**src/inc/rbs_cfg.svh**
```systemverilog
/*
 * Register map, field positions and sizes of the receive robbed-bit signaling block.
 * Assumes word-indexed registers: byte address = 4 * index.
 */
`ifndef RBS_CFG_SVH
`define RBS_CFG_SVH

`define RBS_AXI_AW        16
`define RBS_IDX_W         12
`define RBS_SLOT_W        5
`define RBS_N_SLOTS       24
`define RBS_IDX_CTRL      12'h100
`define RBS_IDX_SFCTRL    12'h107
`define RBS_IDX_SUBST     12'h3C0
`define RBS_IDX_ARRAY     12'h500
`define RBS_CTRL_EXT_LSB  0
`define RBS_CTRL_SUB_LSB  2
`define RBS_CTRL_DEB_BIT  4
`define RBS_SFCTRL_BIT    7
`define RBS_RESP_OKAY     2'h0
`define RBS_RESP_SLVERR   2'h2
`define RBS_MASK_NONE     4'h0
`define RBS_MASK_16       4'hF
`define RBS_MASK_4        4'hC
`define RBS_MASK_2        4'h8

`endif

```
**src/inc/rbs_pkg.sv**
```systemverilog
/*
 * Types shared by the receive robbed-bit signaling block.
 * Assumes rbs_cfg.svh is on the include path.
 */
`include "rbs_cfg.svh"

package rbs_pkg;

    typedef enum logic [1:0] {
        SIG_NONE,
        SIG_16,
        SIG_4,
        SIG_2
    } sig_mode_t;

    typedef struct packed {
        logic                      awvalid;
        logic [`RBS_AXI_AW-1:0]    awaddr;
        logic                      wvalid;
        logic [31:0]               wdata;
        logic [3:0]                wstrb;
        logic                      bready;
        logic                      arvalid;
        logic [`RBS_AXI_AW-1:0]    araddr;
        logic                      rready;
    } axil_req_t;

    typedef struct packed {
        logic                      awready;
        logic                      wready;
        logic                      bvalid;
        logic [1:0]                bresp;
        logic                      arready;
        logic                      rvalid;
        logic [31:0]               rdata;
        logic [1:0]                rresp;
    } axil_rsp_t;

    typedef struct packed {
        logic                      valid;
        logic [`RBS_SLOT_W-1:0]    slot;
        logic [3:0]                abcd;
        logic                      sf_boundary;
    } sig_sample_t;

endpackage

```
**src/design/axil_reg_slave.sv**
```systemverilog
/*
 * AXI4-Lite slave: takes address and data in either order, one write and one read at a time.
 * Assumes the parent decodes o_wr_addr/o_rd_addr combinationally into ok and read data.
 */
`timescale 1ns/100ps
`include "rbs_cfg.svh"

module axil_reg_slave (
    // Clock and reset
    input  wire logic                      i_clk_sys,
    input  wire logic                      i_rstn,
    // Bus
    input  wire rbs_pkg::axil_req_t        i_req,
    output rbs_pkg::axil_rsp_t             o_rsp,
    // Register side
    input  wire logic                      i_wr_ok,
    input  wire logic                      i_rd_ok,
    input  wire logic [31:0]               i_rd_data,
    output logic                           o_wr_en,
    output logic [`RBS_AXI_AW-1:0]         o_wr_addr,
    output logic [31:0]                    o_wr_data,
    output logic [3:0]                     o_wr_strb,
    output logic [`RBS_AXI_AW-1:0]         o_rd_addr
);
    import rbs_pkg::*;

    typedef struct packed {
        logic                   awready;
        logic                   wready;
        logic                   arready;
        logic                   aw_have;
        logic                   w_have;
        logic                   ar_have;
        logic [`RBS_AXI_AW-1:0] awaddr;
        logic [31:0]            wdata;
        logic [3:0]             wstrb;
        logic [`RBS_AXI_AW-1:0] araddr;
        logic                   bvalid;
        logic [1:0]             bresp;
        logic                   rvalid;
        logic [31:0]            rdata;
        logic [1:0]             rresp;
        logic                   wr_en;
    } slv_state_t;

    localparam slv_state_t ST_RST = '{awready: 1'b1, wready: 1'b1, arready: 1'b1,
                                      default: '0};

    slv_state_t st;
    slv_state_t next_st;

    always_comb begin
        next_st = st;
        next_st.wr_en = 1'b0;
        if (i_req.awvalid && st.awready) begin
            next_st.aw_have = 1'b1;
            next_st.awaddr  = i_req.awaddr;
            next_st.awready = 1'b0;
        end
        if (i_req.wvalid && st.wready) begin
            next_st.w_have = 1'b1;
            next_st.wdata  = i_req.wdata;
            next_st.wstrb  = i_req.wstrb;
            next_st.wready = 1'b0;
        end
        // Address stays stable until the response is taken, so the pulse sees it
        if (st.aw_have && st.w_have && !st.bvalid) begin
            next_st.aw_have = 1'b0;
            next_st.w_have  = 1'b0;
            next_st.bvalid  = 1'b1;
            next_st.bresp   = i_wr_ok ? `RBS_RESP_OKAY : `RBS_RESP_SLVERR;
            next_st.wr_en   = i_wr_ok;
        end
        if (st.bvalid && i_req.bready) begin
            next_st.bvalid  = 1'b0;
            next_st.awready = 1'b1;
            next_st.wready  = 1'b1;
        end
        if (i_req.arvalid && st.arready) begin
            next_st.ar_have = 1'b1;
            next_st.araddr  = i_req.araddr;
            next_st.arready = 1'b0;
        end
        if (st.ar_have) begin
            next_st.ar_have = 1'b0;
            next_st.rvalid  = 1'b1;
            next_st.rdata   = i_rd_ok ? i_rd_data : 32'h0000_0000;
            next_st.rresp   = i_rd_ok ? `RBS_RESP_OKAY : `RBS_RESP_SLVERR;
        end
        if (st.rvalid && i_req.rready) begin
            next_st.rvalid  = 1'b0;
            next_st.arready = 1'b1;
        end
    end

    always_ff @(posedge i_clk_sys or negedge i_rstn) begin
        if (!i_rstn) begin
            st <= ST_RST;
        end else begin
            st <= next_st;
        end
    end

    assign o_rsp = '{awready: st.awready, wready: st.wready, bvalid: st.bvalid,
                     bresp: st.bresp, arready: st.arready, rvalid: st.rvalid,
                     rdata: st.rdata, rresp: st.rresp};
    assign o_wr_en   = st.wr_en;
    assign o_wr_addr = st.awaddr;
    assign o_wr_data = st.wdata;
    assign o_wr_strb = st.wstrb;
    assign o_rd_addr = st.araddr;

endmodule

```
**src/design/sig_slot_store.sv**
```systemverilog
/*
 * One timeslot's signaling entry with two-superframe debounce and boundary-aligned update.
 * Assumes at most one sample per superframe for this slot.
 */
`timescale 1ns/100ps

module sig_slot_store (
    // Clock and reset
    input  wire logic        i_clk_sys,
    input  wire logic        i_rstn,
    // Sample and controls
    input  wire logic        i_hit,
    input  wire logic [3:0]  i_code,
    input  wire logic        i_debounce,
    input  wire logic        i_sf_align,
    input  wire logic        i_sf_boundary,
    // Stored state
    output logic [3:0]       o_state
);
    typedef struct packed {
        logic       have_last;
        logic [3:0] last;
        logic       staged_valid;
        logic [3:0] staged;
        logic [3:0] entry;
    } slot_state_t;

    slot_state_t st;
    slot_state_t next_st;
    logic        accept;

    always_comb begin
        next_st = st;
        accept  = 1'b0;
        if (i_sf_boundary && st.staged_valid) begin
            next_st.entry        = st.staged; // RULE12
            next_st.staged_valid = 1'b0;
        end
        if (i_hit) begin
            // Mismatch keeps the entry as is and only remembers the new sample
            accept = i_debounce ? (st.have_last && (i_code == st.last)) : 1'b1; // RULE10 RULE11
            next_st.last      = i_code;
            next_st.have_last = 1'b1;
            if (accept) begin
                if (i_debounce && i_sf_align) begin
                    next_st.staged       = i_code; // RULE12
                    next_st.staged_valid = 1'b1;
                end else begin
                    next_st.entry = i_code; // RULE13
                end
            end
        end
    end

    always_ff @(posedge i_clk_sys or negedge i_rstn) begin
        if (!i_rstn) begin
            st <= '0;
        end else begin
            st <= next_st;
        end
    end

    assign o_state = st.entry;

endmodule

```
**src/design/rx_robbed_bit_signaling.sv**
```systemverilog
/*
 * Receive robbed-bit signaling: extraction, substitution and per-timeslot state array.
 * Assumes framer logic on i_clk_sys presents one decoded A,B,C,D sample per timeslot per
 * superframe, and a one-cycle superframe boundary pulse; registers over AXI4-Lite.
 */
// Function
// RULE1: Extraction mode none stores no signaling from received timeslots.
// RULE2: Sixteen-state mode extracts A, B, C and D.
// RULE3: Four-state mode extracts only A and B.
// RULE4: Two-state mode extracts only A.
// RULE5: Any substitution mode replaces A with substitute bit 3.
// RULE6: Sixteen- or four-state substitution replaces B with substitute bit 2.
// RULE7: Only sixteen-state substitution replaces C with substitute bit 1.
// RULE8: Only sixteen-state substitution replaces D with substitute bit 0.
// RULE9: Read-only entry per timeslot holds latest A,B,C,D in bits 3..0.
// RULE10: With debounce, update only after two consecutive superframes agree.
// RULE11: With debounce, differing consecutive superframes leave the entry unchanged.
// RULE12: Debounce on and superframe-update bit set: array written only at superframe boundaries.
// RULE13: Debounce off or update bit clear: entry updated as soon as received.
// RULE14: Software trusts array contents only while robbed-bit signaling is enabled.
// RULE15: Substitute entry n and array entry n belong to timeslot n.
`timescale 1ns/100ps
`include "rbs_cfg.svh"

module rx_robbed_bit_signaling #(
    parameter int N_SLOTS = `RBS_N_SLOTS
) (
    // Clock and reset
    input  wire logic                  i_clk_sys,
    input  wire logic                  i_rstn,
    // Received signaling from the framer
    input  wire rbs_pkg::sig_sample_t  i_sig,
    // Register bus
    input  wire rbs_pkg::axil_req_t    i_axi,
    output rbs_pkg::axil_rsp_t         o_axi
);
    import rbs_pkg::*;

    typedef struct packed {
        sig_mode_t                    ext_mode;
        sig_mode_t                    sub_mode;
        logic                         debounce;
        logic                         sf_align;
        logic [N_SLOTS-1:0][3:0]      subst;
        logic                         smp_valid;
        logic [`RBS_SLOT_W-1:0]       smp_slot;
        logic [3:0]                   smp_code;
        logic                         smp_sf;
    } top_state_t;

    top_state_t                   st;
    top_state_t                   next_st;

    logic                         wr_en;
    logic [`RBS_AXI_AW-1:0]       wr_addr;
    logic [31:0]                  wr_data;
    logic [3:0]                   wr_strb;
    logic [`RBS_AXI_AW-1:0]       rd_addr;
    logic                         wr_ok;
    logic                         rd_ok;
    logic [31:0]                  rd_data;
    logic [N_SLOTS-1:0][3:0]      array;
    logic [`RBS_IDX_W-1:0]        wr_idx;
    logic [`RBS_IDX_W-1:0]        rd_idx;
    logic [`RBS_IDX_W-1:0]        wr_sub_off;
    logic [`RBS_IDX_W-1:0]        rd_sub_off;
    logic [`RBS_IDX_W-1:0]        rd_arr_off;
    logic [3:0]                   ext_mask;
    logic [3:0]                   sub_mask;
    logic [3:0]                   raw;

    // Register decode
    assign wr_idx     = wr_addr[`RBS_IDX_W+1:2];
    assign rd_idx     = rd_addr[`RBS_IDX_W+1:2];
    assign wr_sub_off = wr_idx - `RBS_IDX_SUBST;
    assign rd_sub_off = rd_idx - `RBS_IDX_SUBST;
    assign rd_arr_off = rd_idx - `RBS_IDX_ARRAY;

    // Array is read-only, so a write to it answers with an error
    assign wr_ok = (wr_idx == `RBS_IDX_CTRL) || (wr_idx == `RBS_IDX_SFCTRL)
                || (wr_sub_off < `RBS_IDX_W'(N_SLOTS));

    function automatic logic [3:0] mode_mask(input sig_mode_t m);
        logic [3:0] mk;
        case (m)
            SIG_16:  mk = `RBS_MASK_16;
            SIG_4:   mk = `RBS_MASK_4;
            SIG_2:   mk = `RBS_MASK_2;
            default: mk = `RBS_MASK_NONE;
        endcase
        return mk;
    endfunction

    always_comb begin
        rd_ok   = 1'b1;
        rd_data = 32'h0000_0000;
        if (rd_idx == `RBS_IDX_CTRL) begin
            rd_data[`RBS_CTRL_EXT_LSB +: 2] = st.ext_mode;
            rd_data[`RBS_CTRL_SUB_LSB +: 2] = st.sub_mode;
            rd_data[`RBS_CTRL_DEB_BIT]      = st.debounce;
        end else if (rd_idx == `RBS_IDX_SFCTRL) begin
            rd_data[`RBS_SFCTRL_BIT] = st.sf_align;
        end else if (rd_sub_off < `RBS_IDX_W'(N_SLOTS)) begin
            rd_data[3:0] = st.subst[rd_sub_off]; // RULE15
        end else if (rd_arr_off < `RBS_IDX_W'(N_SLOTS)) begin
            rd_data[3:0] = array[rd_arr_off]; // RULE9 RULE15
        end else begin
            rd_ok = 1'b0;
        end
    end

    // Extraction and substitution masks
    always_comb begin
        ext_mask = mode_mask(st.ext_mode); // RULE2 RULE3 RULE4
        sub_mask = mode_mask(st.sub_mode); // RULE5 RULE6 RULE7 RULE8
        raw      = i_sig.abcd;
    end

    always_comb begin
        next_st = st;
        if (wr_en && wr_strb[0]) begin
            if (wr_idx == `RBS_IDX_CTRL) begin
                next_st.ext_mode = sig_mode_t'(wr_data[`RBS_CTRL_EXT_LSB +: 2]);
                next_st.sub_mode = sig_mode_t'(wr_data[`RBS_CTRL_SUB_LSB +: 2]);
                next_st.debounce = wr_data[`RBS_CTRL_DEB_BIT];
            end else if (wr_idx == `RBS_IDX_SFCTRL) begin
                next_st.sf_align = wr_data[`RBS_SFCTRL_BIT];
            end else if (wr_sub_off < `RBS_IDX_W'(N_SLOTS)) begin
                next_st.subst[wr_sub_off] = wr_data[3:0]; // RULE15
            end
        end
        // Mode none drops the sample before it reaches the array
        next_st.smp_valid = i_sig.valid && (st.ext_mode != SIG_NONE) // RULE1
                         && (i_sig.slot < `RBS_SLOT_W'(N_SLOTS));
        next_st.smp_slot  = i_sig.slot;
        next_st.smp_sf    = i_sig.sf_boundary;
        next_st.smp_code  = 4'h0;
        if (i_sig.slot < `RBS_SLOT_W'(N_SLOTS)) begin
            // Substituted bits still pass the extraction mask, unextracted bits read zero
            next_st.smp_code = ((raw & ~sub_mask) | (st.subst[i_sig.slot] & sub_mask))
                             & ext_mask; // RULE5 RULE6 RULE7 RULE8 RULE2 RULE3 RULE4
        end
    end

    always_ff @(posedge i_clk_sys or negedge i_rstn) begin
        if (!i_rstn) begin
            st <= '0;
        end else begin
            st <= next_st;
        end
    end

    axil_reg_slave u_slave (
        .i_clk_sys (i_clk_sys),
        .i_rstn    (i_rstn),
        .i_req     (i_axi),
        .o_rsp     (o_axi),
        .i_wr_ok   (wr_ok),
        .i_rd_ok   (rd_ok),
        .i_rd_data (rd_data),
        .o_wr_en   (wr_en),
        .o_wr_addr (wr_addr),
        .o_wr_data (wr_data),
        .o_wr_strb (wr_strb),
        .o_rd_addr (rd_addr)
    );

    // One store per timeslot, sample n lands in entry n
    for (genvar n = 0; n < N_SLOTS; n++) begin : g_slot
        sig_slot_store u_store (
            .i_clk_sys     (i_clk_sys),
            .i_rstn        (i_rstn),
            .i_hit         (st.smp_valid && (st.smp_slot == `RBS_SLOT_W'(n))), // RULE15
            .i_code        (st.smp_code),
            .i_debounce    (st.debounce),
            .i_sf_align    (st.sf_align),
            .i_sf_boundary (st.smp_sf),
            .o_state       (array[n])
        );
    end

endmodule

```
**config.mk**
```make
export PLATFORM = sky130hd
export DESIGN_NAME = rx_robbed_bit_signaling
export DESIGN_NICKNAME = d
export VERILOG_FILES = /design/src/inc/rbs_pkg.sv /design/src/design/axil_reg_slave.sv /design/src/design/sig_slot_store.sv /design/src/design/rx_robbed_bit_signaling.sv
export VERILOG_INCLUDE_DIRS = /design/src /design/src/inc
export SDC_FILE = /design/constraint.sdc
export NUM_CORES = 1
export LEC_CHECK = 0
export BUFFER_PORTS_ARGS = -buffer_cell sky130_fd_sc_hd__buf_4
export CORE_MARGIN = 10
export CORE_UTILIZATION = 50
export CTS_CLUSTER_SIZE = 12
export DETAILED_ROUTE_END_ITERATION = 6
export GPL_TIMING_DRIVEN = 1
export HOLD_SLACK_MARGIN = 0.03
export PLACE_DENSITY = 0.67
export SYNTH_ARGS = -nofsm -noshare
export SYNTH_HDL_FRONTEND = slang
export SYNTH_HIERARCHICAL = 1
export SYNTH_SLANG_ARGS = --single-unit
```
**constraint.sdc**
```tcl
create_clock -name i_clk_sys -period 3.93 [get_ports i_clk_sys]
set_clock_uncertainty 0.05 [all_clocks]
set_input_delay 1.179 -clock i_clk_sys [delete_from_list [all_inputs] [get_ports i_clk_sys]]
set_output_delay 1.179 -clock i_clk_sys [all_outputs]
set_load 0.01 [all_outputs]
```
==> summary.md, run 1 <==
| Metric | Value |
|---|---|
| CP max FO | `22` |
| YS warnings | `6` |
| Total Neg Setup Slack | `0 ns` |
| Root Driver | `clkbuf_16` |
| Chip height | `~250 µm` |
| Fraction of layout cells with a size suffix above 1 | `around 44%` |
| Starting density of the core | `between 50% and 60%` |
| Total GRT Usage | `18.27%` |
| Detailed Route Iter0 Violations | `855` |
| MaxCap Viol Count | `0` |
| CP endpoint kind | `register` |
| Fill cells | `~4400` |
| Buffers on Ports | `87` |
| Startpoint Class | `register` |
| Worst hold path type | `in2async` |
| Non-Filler Instances | `2742` |
| Initial antenna violation count | `0` |
| Final Max Slew Viols | `0` |
| Reg2reg setup slack | `just under 0.9 ns` |
| CTS resizes | `0` |
| Crit Reg-Reg Endpoint | `u_slave/o_rsp[5]` |
| H-tree levels | `2` |
| Area growth syn-to-layout | `7.073%` |
| DRT Pass-1 Iters | `5` |
| GP Congestion | `just over 0.8` |
| Clock sinks | `~520` |
| Final worst path period share | `approximately 77%` |
| Worst skew pair latency | `0.61 ns` |
| R2R depth | `8` |
| Num rows | `85` |
| Die Footprint | `approximately 0.064 mm²` |
| First-pass GRT wire length | `approximately 93 mm` |
| Power density over the cells | `between 400 and 500 mW/mm²` |
| Clock slew at reported path FFs | `approximately 0.06 ns` |
| Highest metal used | `met4` |
| Critical path class | `reg2reg` |
| Vias in the first global route | `between 15000 and 20000` |
| CTS buffer count | `55` |
| Vias per inst | `roughly 5.6` |
| Worst EP required | `4.32 ns` |
| Core Area | `between 0.05 and 0.06 mm²` |
| Total grt overflow | `0` |
| Total Wirelength | `between 50 and 60 mm` |
| Slew Limit Headroom | `between 30% and 40%` |
| PnR worst setup slack | `around 0.89 ns` |
| Metal3 WL | `around 2.8 mm` |
| Maximum clock path buffer count | `3` |
| Final #Nets | `between 2000 and 2500` |
| Post-CTS setup buffer count | `0` |
| WP data arrival | `3.43 ns` |
| F_max | `between 0.3 and 0.4 GHz` |
| Final ANT Viol Nets | `0` |
| Total number of vias | `15270` |
| Cell Area, Synth | `approximately 0.027 mm²` |
| Layout Utilization | `a little over half` |
| Wire length on met2 | `between 20 and 30 mm` |
| Max IR drop VDD | `between 0.2 and 0.3 mV` |
| R2R Path Start | `u_slave/o_rd_addr[3]` |
| Post-placement cell count | `between 2000 and 3000` |
| Drt wl/cell | `~21 µm` |
| Wl on met1 | `between 20 and 30 mm` |
| Final-report hold violation count | `0` |
| IO Pins | `between 100 and 150` |
| Setup Viol. Count Final | `0` |
| Final min period | `about 3.0 ns` |
| RSZ-0062 raised after global routing | `no` |
| Actual slew at the worst max-slew pin | `about 0.95 ns` |
| DP Wirelength | `between 30 and 40 mm` |
| Residual DRC | `0` |
| Pre-CTS setup slack | `0.8972 ns` |
| Lkg Pwr | `about 15 nW` |
| Cells after Synth | `roughly 2100` |
| Diodes inserted | `0` |
| Syn Area/Cell | `~13 µm²` |
| Hold buffers post-CTS | `0` |
| Die width | `between 200 and 300 µm` |
| CTS tree | `yes` |
| Status | `finished clean` |
| Largest net degree at the start of global routing | `130` |
==> cells in the final DEF, fill, tap and decap left out, drive strengths merged, types with 3 or more instances in the layout <==
cell,count
mux2,519
and2b,4
buf,127
nand2b,9
and3,4
and4b,25
or2,25
nand2,96
mux2i,30
and2,4
nand4b,3
nand3,44
nor3,17
a22oi,5
clkbuf,94
xor2,96
nand4,3
conb,28
nor2,58
dfrtp,520
dfstp,3
nor3b,5
a21o,25
nor4,26
mux4,72
o21ai,42
clkinv,7
inv,68
a21oi,35
ha,4
nor2b,29
==> worst max-delay path, cell delays in order (launching register included) <==
cell      delay [ns]
dfrtp_2         0.80
buf_4           0.47
buf_4           0.25
mux4_2          0.53
a21o_1          0.19
a211oi_1        0.24
o21ai_0         0.12
nand3_1         0.12
o21ai_0         0.10
==> sequential cells by signal (all words and copies together), names as in the netlist <==
signal	count
u_slave/o_wr_addr	12
u_slave/o_wr_data	6
u_slave/o_rsp	39
g_slot.u_store/o_state	96
u_slave/st	3
u_slave/o_rd_addr	12
u_slave/o_wr_strb	1
u_slave/o_wr_en	1
st	113
g_slot.u_store/st	240
==> report_power, final <==
| part | total, mW | leakage, nW | internal (mW) | switching [mW] |
|---|---|---|---|---|
| clock network | 5.07 | 0.870 | 2.96 | 2.11 |
| registers | 6.27 | 7.18 | 5.64 | 0.627 |
| logic | 1.45 | 6.66 | 0.724 | 0.721 |
==> worst max-delay path by stage <==
stage / startpoint / end / slack, ns / cells past startpoint
floorplan: st[4] / g_slot[0].u_store/st[4] / 0.75 / 5
global placement: u_slave/o_rd_addr[3] / u_slave/o_rsp[5] / 0.90 / 8
detailed placement: u_slave/o_rd_addr[3] / u_slave/o_rsp[5] / 0.90 / 8
CTS: u_slave/o_rd_addr[3] / u_slave/o_rsp[5] / 0.89 / 8
global route: st[9] / g_slot[3].u_store/st[6] / 0.70 / 7
finish: u_slave/o_rd_addr[3] / u_slave/o_rsp[5] / 0.89 / 8
==> layer usage <==
layer	track usage, %	up-vias
li1	-	6971
met1	24.80	7893
met2	29.39	307
met3	3.127	98
met4	5.919	0
met5	0	-
==> stage by stage <==
step / hold WS [ns] / cell area, µm² / power [mW]
finish: 0.3621 / 29110 / 12.78
global placement: 0.4007 / 27350 / 7.772
floorplan: 0.3894 / 27290 / 7.463
CTS: 0.3280 / 29110 / 12.95
detailed placement: 0.4032 / 27350 / 7.825
global route: 0.3335 / 29110 / 13.34
==> final cells by class <==
class                      instances  area (µm²)  area share, %
clock buffer                      94        1725          5.927
inverter                          68       255.2         0.8767
timing repair buffer             127        1099          3.773
sequential                       523       13110          45.04
tap                              696       870.8          2.991
multi-input combinational       1226       12010          41.24
clock inverter                     8       42.54         0.1461
Power figures use the tool's default switching activity.
==> run 2: changes to the inputs <==
- PLACE_DENSITY: 0.67 -> 0.69
- clock period: 3.93 -> 2.7 ns (I/O delays scaled with it)
==> run 2 against run 1 <==
Compared with the run above: core utilization grew 0.84 points; combinational power rose by 63%; maximum frequency rose by 18%; cell count rose by 1.9%; setup slack got worse by 0.78 ns; global-route usage grew 0.13 points; flip-flop and latch count stayed put; power up 44%; hold slack worse by 0.29 ns; non-clock buffer count rose by 57; critical path depth fell by 1; die area did not move.
==> summary.md, run 2 (same netlist as run 1, synthesis figures left out) <==
| Metric | Value |
|---|---|
| Most frequent cells in the layout | `509 x dfrtp_1, 412 x mux2_2, 164 x buf_4 (was 510 x dfrtp_1, 412 x mux2_2, 115 x buf_4)` |
| Vias in the first global route | `16460 (was 16140)` |
| H-tree levels | `2 (unchanged)` |
| Slew Limit Headroom | `40.24% (was 36.99%)` |
| CTS tree | `yes (unchanged)` |
| Fraction of layout cells with a size suffix above 1 | `45.52% (was 43.70%)` |
| Total Wirelength | `57.78 mm (was 57.45 mm)` |
| Max IR drop VDD | `0.4543 mV (was 0.2645 mV)` |
| Final ANT Viol Nets | `0 (unchanged)` |
| CP max FO | `7 (was 22)` |
| R2R Path Start | `st[5] (was u_slave/o_rd_addr[3])` |
| Actual slew at the worst max-slew pin | `0.8965 ns (was 0.9452 ns)` |
| CTS buffer count | `54 (was 55)` |
| Drt wl/cell | `20.67 µm (was 20.95 µm)` |
| Slowest CP cell | `and4b_1 (was dfrtp_2)` |
| Total grt overflow | `0 (unchanged)` |
| Critical path class | `reg2reg (unchanged)` |
| Total Neg Setup Slack | `0 ns (unchanged)` |
| Highest metal used | `met5 (was met4)` |
| Layout Utilization | `54.94% (was 54.10%)` |
| Final min period | `2.585 ns (was 3.037 ns)` |
| Largest net degree at the start of global routing | `89 (was 130)` |
| Clock sinks | `523 (unchanged)` |
| Cell mode on critical path | `nand2b_1` |
| Final Max Slew Viols | `0 (unchanged)` |
| Hold buffers post-CTS | `0 (unchanged)` |
| Status | `finished clean (unchanged)` |
| Post-CTS setup buffer count | `0 (unchanged)` |
| Chip height | `253.2 µm (unchanged)` |
| DRT Pass-1 Iters | `5 (unchanged)` |
| MaxCap Viol Count | `0 (unchanged)` |
| CP peak stage delay | `0.49 ns (was 0.80 ns)` |
| Starting density of the core | `50.53% (unchanged)` |
| Crit Reg-Reg Endpoint | `g_slot[2].u_store/st[4] (was u_slave/o_rsp[5])` |
| Buffers on Ports | `87 (unchanged)` |
| Crit path from | `st[5] (was u_slave/o_rd_addr[3])` |
| Setup Viol. Count Final | `0 (unchanged)` |
| Cells along the critical path | `nand2b_1 > nand2b_1 > nor3_1 > nand2_1 > nor4_2 > and4b_1 > mux2_4 (was buf_4 > buf_4 > mux4_2 > a21o_1 > a211oi_1 > o21ai_0 > nand3_1 > o21ai_0)` |
| Root Driver | `clkbuf_16 (unchanged)` |
| Area growth syn-to-layout | `8.730% (was 7.073%)` |
| Num rows | `85 (unchanged)` |
| F_max | `0.3869 GHz (was 0.3293 GHz)` |
| Maximum clock path buffer count | `3 (unchanged)` |
| Biggest register | `g_slot.u_store/st (unchanged)` |
| Total number of vias | `15410 (was 15270)` |
| Wl on met1 | `26.43 mm (was 25.98 mm)` |
| Total GRT Usage | `18.40% (was 18.27%)` |
| Startpoint Class | `register (unchanged)` |
| Residual DRC | `0 (unchanged)` |
| Worst hold path type | `in2async (unchanged)` |
| Final worst path period share | `95.72% (was 77.28%)` |
| R2R depth | `7 (was 8)` |
| Initial antenna violation count | `1 (was 0)` |
| RSZ-0062 raised after global routing | `no (unchanged)` |
| DP Wirelength | `40.07 mm (was 38.14 mm)` |
| Detailed Route Iter0 Violations | `807 (was 855)` |
| Core Area | `0.05381 mm² (unchanged)` |
| CP endpoint kind | `register (unchanged)` |
| Die width | `253.2 µm (unchanged)` |
| Reg2reg setup slack | `0.12 ns (was 0.89 ns)` |
| Most common cell after layout, fill and taps aside | `dfrtp_1 (unchanged)` |
| Metal3 WL | `2.477 mm (was 2.792 mm)` |
| Max reg flops | `240 (unchanged)` |
| Vias per inst | `5.514 (was 5.569)` |
| Final #Nets | `2147 (was 2091)` |
| Die Footprint | `0.06411 mm² (unchanged)` |
| First-pass GRT wire length | `93.85 mm (was 92.65 mm)` |
| Worst EP required | `3.14 ns (was 4.32 ns)` |
| Final-report hold violation count | `0 (unchanged)` |
| IO Pins | `127 (unchanged)` |
| Power density over the cells | `624.1 mW/mm² (was 439.0 mW/mm²)` |
| WP data arrival | `3.02 ns (was 3.43 ns)` |
| Wire length on met2 | `27.48 mm (was 27.10 mm)` |
| GP Congestion | `0.8293 (was 0.8070)` |
| Clock slew at reported path FFs | `0.06 ns (about the same)` |
| Fill cells | `4360 (was 4416)` |
| Worst skew pair latency | `0.61 ns (about the same)` |
| Lkg Pwr | `14.98 nW (was 14.71 nW)` |
## run 2: final cells by class
type / instances / area, µm² / area share [%]
well taps: 696 / 870.8 / 2.946
repair buffers: 184 / 1627 / 5.502
clock buffers: 87 / 1607 / 5.434
inverters: 68 / 255.2 / 0.8634
multi-input cells: 1226 / 12030 / 40.69
clock inverters: 10 / 53.80 / 0.1820
diodes: 1 / 2.502 / 0.008465
flip-flops and latches: 523 / 13120 / 44.37
## run 2: stage by stage
step	hold slack (ns)	setup slack (ns)	cell area, µm²	std cells	total power [mW]
5_1_grt	0.07786	0.03114	29560	2794	19.24
3_3_place_gp	0.3997	0.008731	27870	2697	11.42
2_1_floorplan	0.3894	0.2461	27290	2082	10.86
6_report	0.07269	0.1155	29560	2795	18.45
3_5_place_dp	0.4026	0.003427	27870	2697	11.48
4_1_cts	0.05775	0.03226	29540	2794	18.66
## run 2: routing by layer
layer  vias to the layer above  GRT usage [%]
met3                        85          3.168
met4                         2          5.816
met1                      7987          24.92
met5                         -              0
met2                       281          29.70
li1                       7056              -
## run 2: worst max path at each step
stage	to	slack, ns	cells past startpoint
floorplan	g_slot[0].u_store/st[4]	0.25	5
global placement	g_slot[0].u_store/st[5]	0.009	8
global route	g_slot[6].u_store/st[4]	0.03	7
finish	g_slot[2].u_store/st[4]	0.12	7
CTS	g_slot[0].u_store/st[5]	0.03	8
detailed placement	g_slot[0].u_store/st[6]	0.003	8
## run 2: critical path: cells and delay by family, from the launching register on
kind             cells  cell delay, ns
muxes                1            0.34
and+or+nand+nor      6            1.59
DFF                  1            0.48
## run 2: power by group
part	leakage, nW	internal, mW	total, mW	switching (mW)
clock	0.821	4.04	7.13	3.09
sequential	7.18	8.22	8.94	0.719
combinational	6.98	1.18	2.37	1.20
## run 2: timing repair
item	in CTS	in global routing
pin swaps	0	1
cloned	0	0
setup endpoints to repair	4	19
resized for setup	1	9
==> run 3: changes to the inputs <==
- clock period: 2.7 -> 2.2 ns (I/O delays scaled with it)
==> run 3 against run 2 <==
Compared with the run above: the flow now finishes with violations (negative setup slack); via count rose by 3.5%; count of clock-buffer cells in the layout increased by 1; design area grew 5.8%; sequential power up 21%; maximum frequency increased by 12%; core utilization rose by 3.2 points; flip-flop and latch count unchanged; routed wire length grew 3.5%; non-clock buffer count is 104 higher; clock power is 28% higher.
==> summary.md, run 3 (same netlist as run 1, synthesis figures left out) <==
| Metric | Value |
|---|---|
| Status | `complete, but fails checks (was finished clean)` |
| Violated checks | `negative setup slack` |
| IO Pins | `127 (unchanged)` |
| Total grt overflow | `0 (unchanged)` |
| PnR worst setup slack | `-0.09954 ns (was 0.1155 ns)` |
| Clock sinks | `523 (unchanged)` |
| Most common cell after layout, fill and taps aside | `dfrtp_1 (unchanged)` |
| Detailed Route Iter0 Violations | `843 (was 807)` |
| CP endpoint kind | `register (unchanged)` |
| Die Footprint | `0.06411 mm² (unchanged)` |
| Hold Crit Start | `i_sig[0]` |
| Drt wl/cell | `20.62 µm (was 20.67 µm)` |
| RSZ-0062 raised after global routing | `yes (was no)` |
| Worst EP required | `2.64 ns (was 3.14 ns)` |
| Pwr Total | `23.69 mW (was 18.45 mW)` |
| Critical path class | `reg2reg (unchanged)` |
| Final-report hold violation count | `0 (unchanged)` |
| Most frequent cells in the layout | `506 x dfrtp_1, 412 x mux2_2, 227 x buf_4 (was 509 x dfrtp_1, 412 x mux2_2, 164 x buf_4)` |
| Residual DRC | `0 (unchanged)` |
| Slew Limit Headroom | `40.68% (was 40.24%)` |
| Clock slew at reported path FFs | `0.06 ns (about the same)` |
| Area growth syn-to-layout | `15.04% (was 8.730%)` |
| DRT Pass-1 Iters | `5 (unchanged)` |
| R2R depth | `8 (was 7)` |
| Setup Viol. Count Final | `13 (was 0)` |
| Final Max Slew Viols | `0 (unchanged)` |
| Root Driver | `clkbuf_16 (unchanged)` |
| Worst skew pair latency | `0.61 ns (about the same)` |
| Final #Nets | `2252 (was 2147)` |
| Startpoint Class | `register (unchanged)` |
| R2R Path Start | `u_slave/o_rd_addr[2] (was st[5])` |
| Starting density of the core | `50.53% (unchanged)` |
| Power density over the cells | `757.2 mW/mm² (was 624.1 mW/mm²)` |
| Max reg flops | `240 (unchanged)` |
| Total number of vias | `15950 (was 15410)` |
| Lkg Pwr | `15.73 nW (was 14.98 nW)` |
| Core Area | `0.05381 mm² (unchanged)` |
| Initial antenna violation count | `1 (unchanged)` |
| F_max | `0.4349 GHz (was 0.3869 GHz)` |
| Hold path depth | `1` |
| Num rows | `85 (unchanged)` |
| Worst hold path type | `in2reg (was in2async)` |
| CTS buffer count | `55 (was 54)` |
| Total GRT Usage | `18.57% (was 18.40%)` |
| First-pass GRT wire length | `94.72 mm (was 93.85 mm)` |
| Vias per inst | `5.501 (was 5.514)` |
| Final min period | `2.300 ns (was 2.585 ns)` |
| Chip height | `253.2 µm (unchanged)` |
| WP data arrival | `2.74 ns (was 3.02 ns)` |
| Total Neg Setup Slack | `-0.2353 ns (was 0 ns)` |
| Total Wirelength | `59.79 mm (was 57.78 mm)` |
| Final worst path period share | `104.5% (was 95.72%)` |
| Diodes inserted | `0 (was 1)` |
| GP Congestion | `0.8635 (was 0.8293)` |
| CTS tree | `yes (unchanged)` |
| Actual slew at the worst max-slew pin | `0.8898 ns (was 0.8965 ns)` |
| Crit path from | `u_slave/o_rd_addr[2] (was st[5])` |
| Max IR drop VDD | `0.4867 mV (was 0.4543 mV)` |
| Biggest register | `g_slot.u_store/st (unchanged)` |
| Vias in the first global route | `16660 (was 16460)` |
| MaxCap Viol Count | `0 (unchanged)` |
| Buffers on Ports | `87 (unchanged)` |
| Die width | `253.2 µm (unchanged)` |
| Final ANT Viol Nets | `0 (unchanged)` |
| Fraction of layout cells with a size suffix above 1 | `51.63% (was 45.52%)` |
| CP max FO | `6 (was 7)` |
| H-tree levels | `2 (unchanged)` |
| Largest net degree at the start of global routing | `79 (was 89)` |
| DP Wirelength | `41.05 mm (was 40.07 mm)` |
| Layout Utilization | `58.13% (was 54.94%)` |
| Maximum clock path buffer count | `3 (unchanged)` |
[run 3: changes by cell type in the layout (fill, tap and decap cells not counted), moves of 7 or more]
cell / before / now
nor4_2: 24 / 4
buf_4: 164 / 227
a21oi_1: 35 / 21
buf_12: 19 / 26
nand2_2: 2 / 20
nand2_1: 93 / 73
nor2_1: 57 / 36
a21oi_2: 0 / 13
nor4_4: 0 / 21
buf_6: 0 / 31
nor2_4: 0 / 15
[run 3: per-layer routing]
layer	track usage (%)	vias up	wire [µm]
met5	0	-	0
met4	6.401	0	1600
met3	2.809	94	2700
met2	30.13	327	28540
met1	25.07	8267	26940
li1	-	7264	-
[run 3: final timing paths]
path	end	slack, ns
worst max-delay path	u_slave/o_rsp[4]	-0.1
worst min-delay path	st[0]	0.12
worst max register to register	u_slave/o_rsp[4]	-0.1
worst min register to register	g_slot[18].u_store/st[13]	0.42
max in group asynchronous	u_slave/o_rsp[40]	0.85
min in group asynchronous	g_slot[13].u_store/st[9]	0.48
[run 3: metrics by stage]
step,cells,setup slack (ns),hold WS [ns],instance area (µm²)
final,2900,-0.09954,0.1187,31280
after global routing,2900,-0.2125,0.09898,31280
after CTS,2881,-0.1219,0.08868,30630
after detailed placement,2770,-0.3536,0.4033,28480
after global placement,2770,-0.3716,0.4002,28480
after floorplan,2082,0.004172,0.3144,27300
[run 3: layout make-up]
cell class	instances	area, µm²
fill	4140	22530
sequential	523	13120
multi-input combinational	1226	12630
timing repair buffer	288	2629
clock buffer	88	1663
tap	696	870.8
inverter	68	255.2
clock inverter	11	108.9
[run 3: worst max-delay path, cell delays in order (launching register included)]
cell and delay [ns]:
dfrtp_2 0.49, buf_6 0.15, buf_8 0.13, mux4_2 0.50, mux4_2 0.53, nand2_2 0.08
nand3_1 0.08, nand3_1 0.09, o21ai_0 0.08
[run 3: where the power goes]
group	switching, mW	internal [mW]	leakage, nW	total [mW]
Sequential	0.704	10.1	7.18	10.8
Clock	3.77	5.37	0.875	9.15
Combinational	1.84	1.90	7.68	3.74
[run 3: timing repair]
action,4_1_cts,5_1_grt
hold buffers,1,0
gates resized for setup,72,110
setup buffers,12,20
setup endpoints to repair,103,201
hold endpoints to repair,14,0
pin swaps,11,38
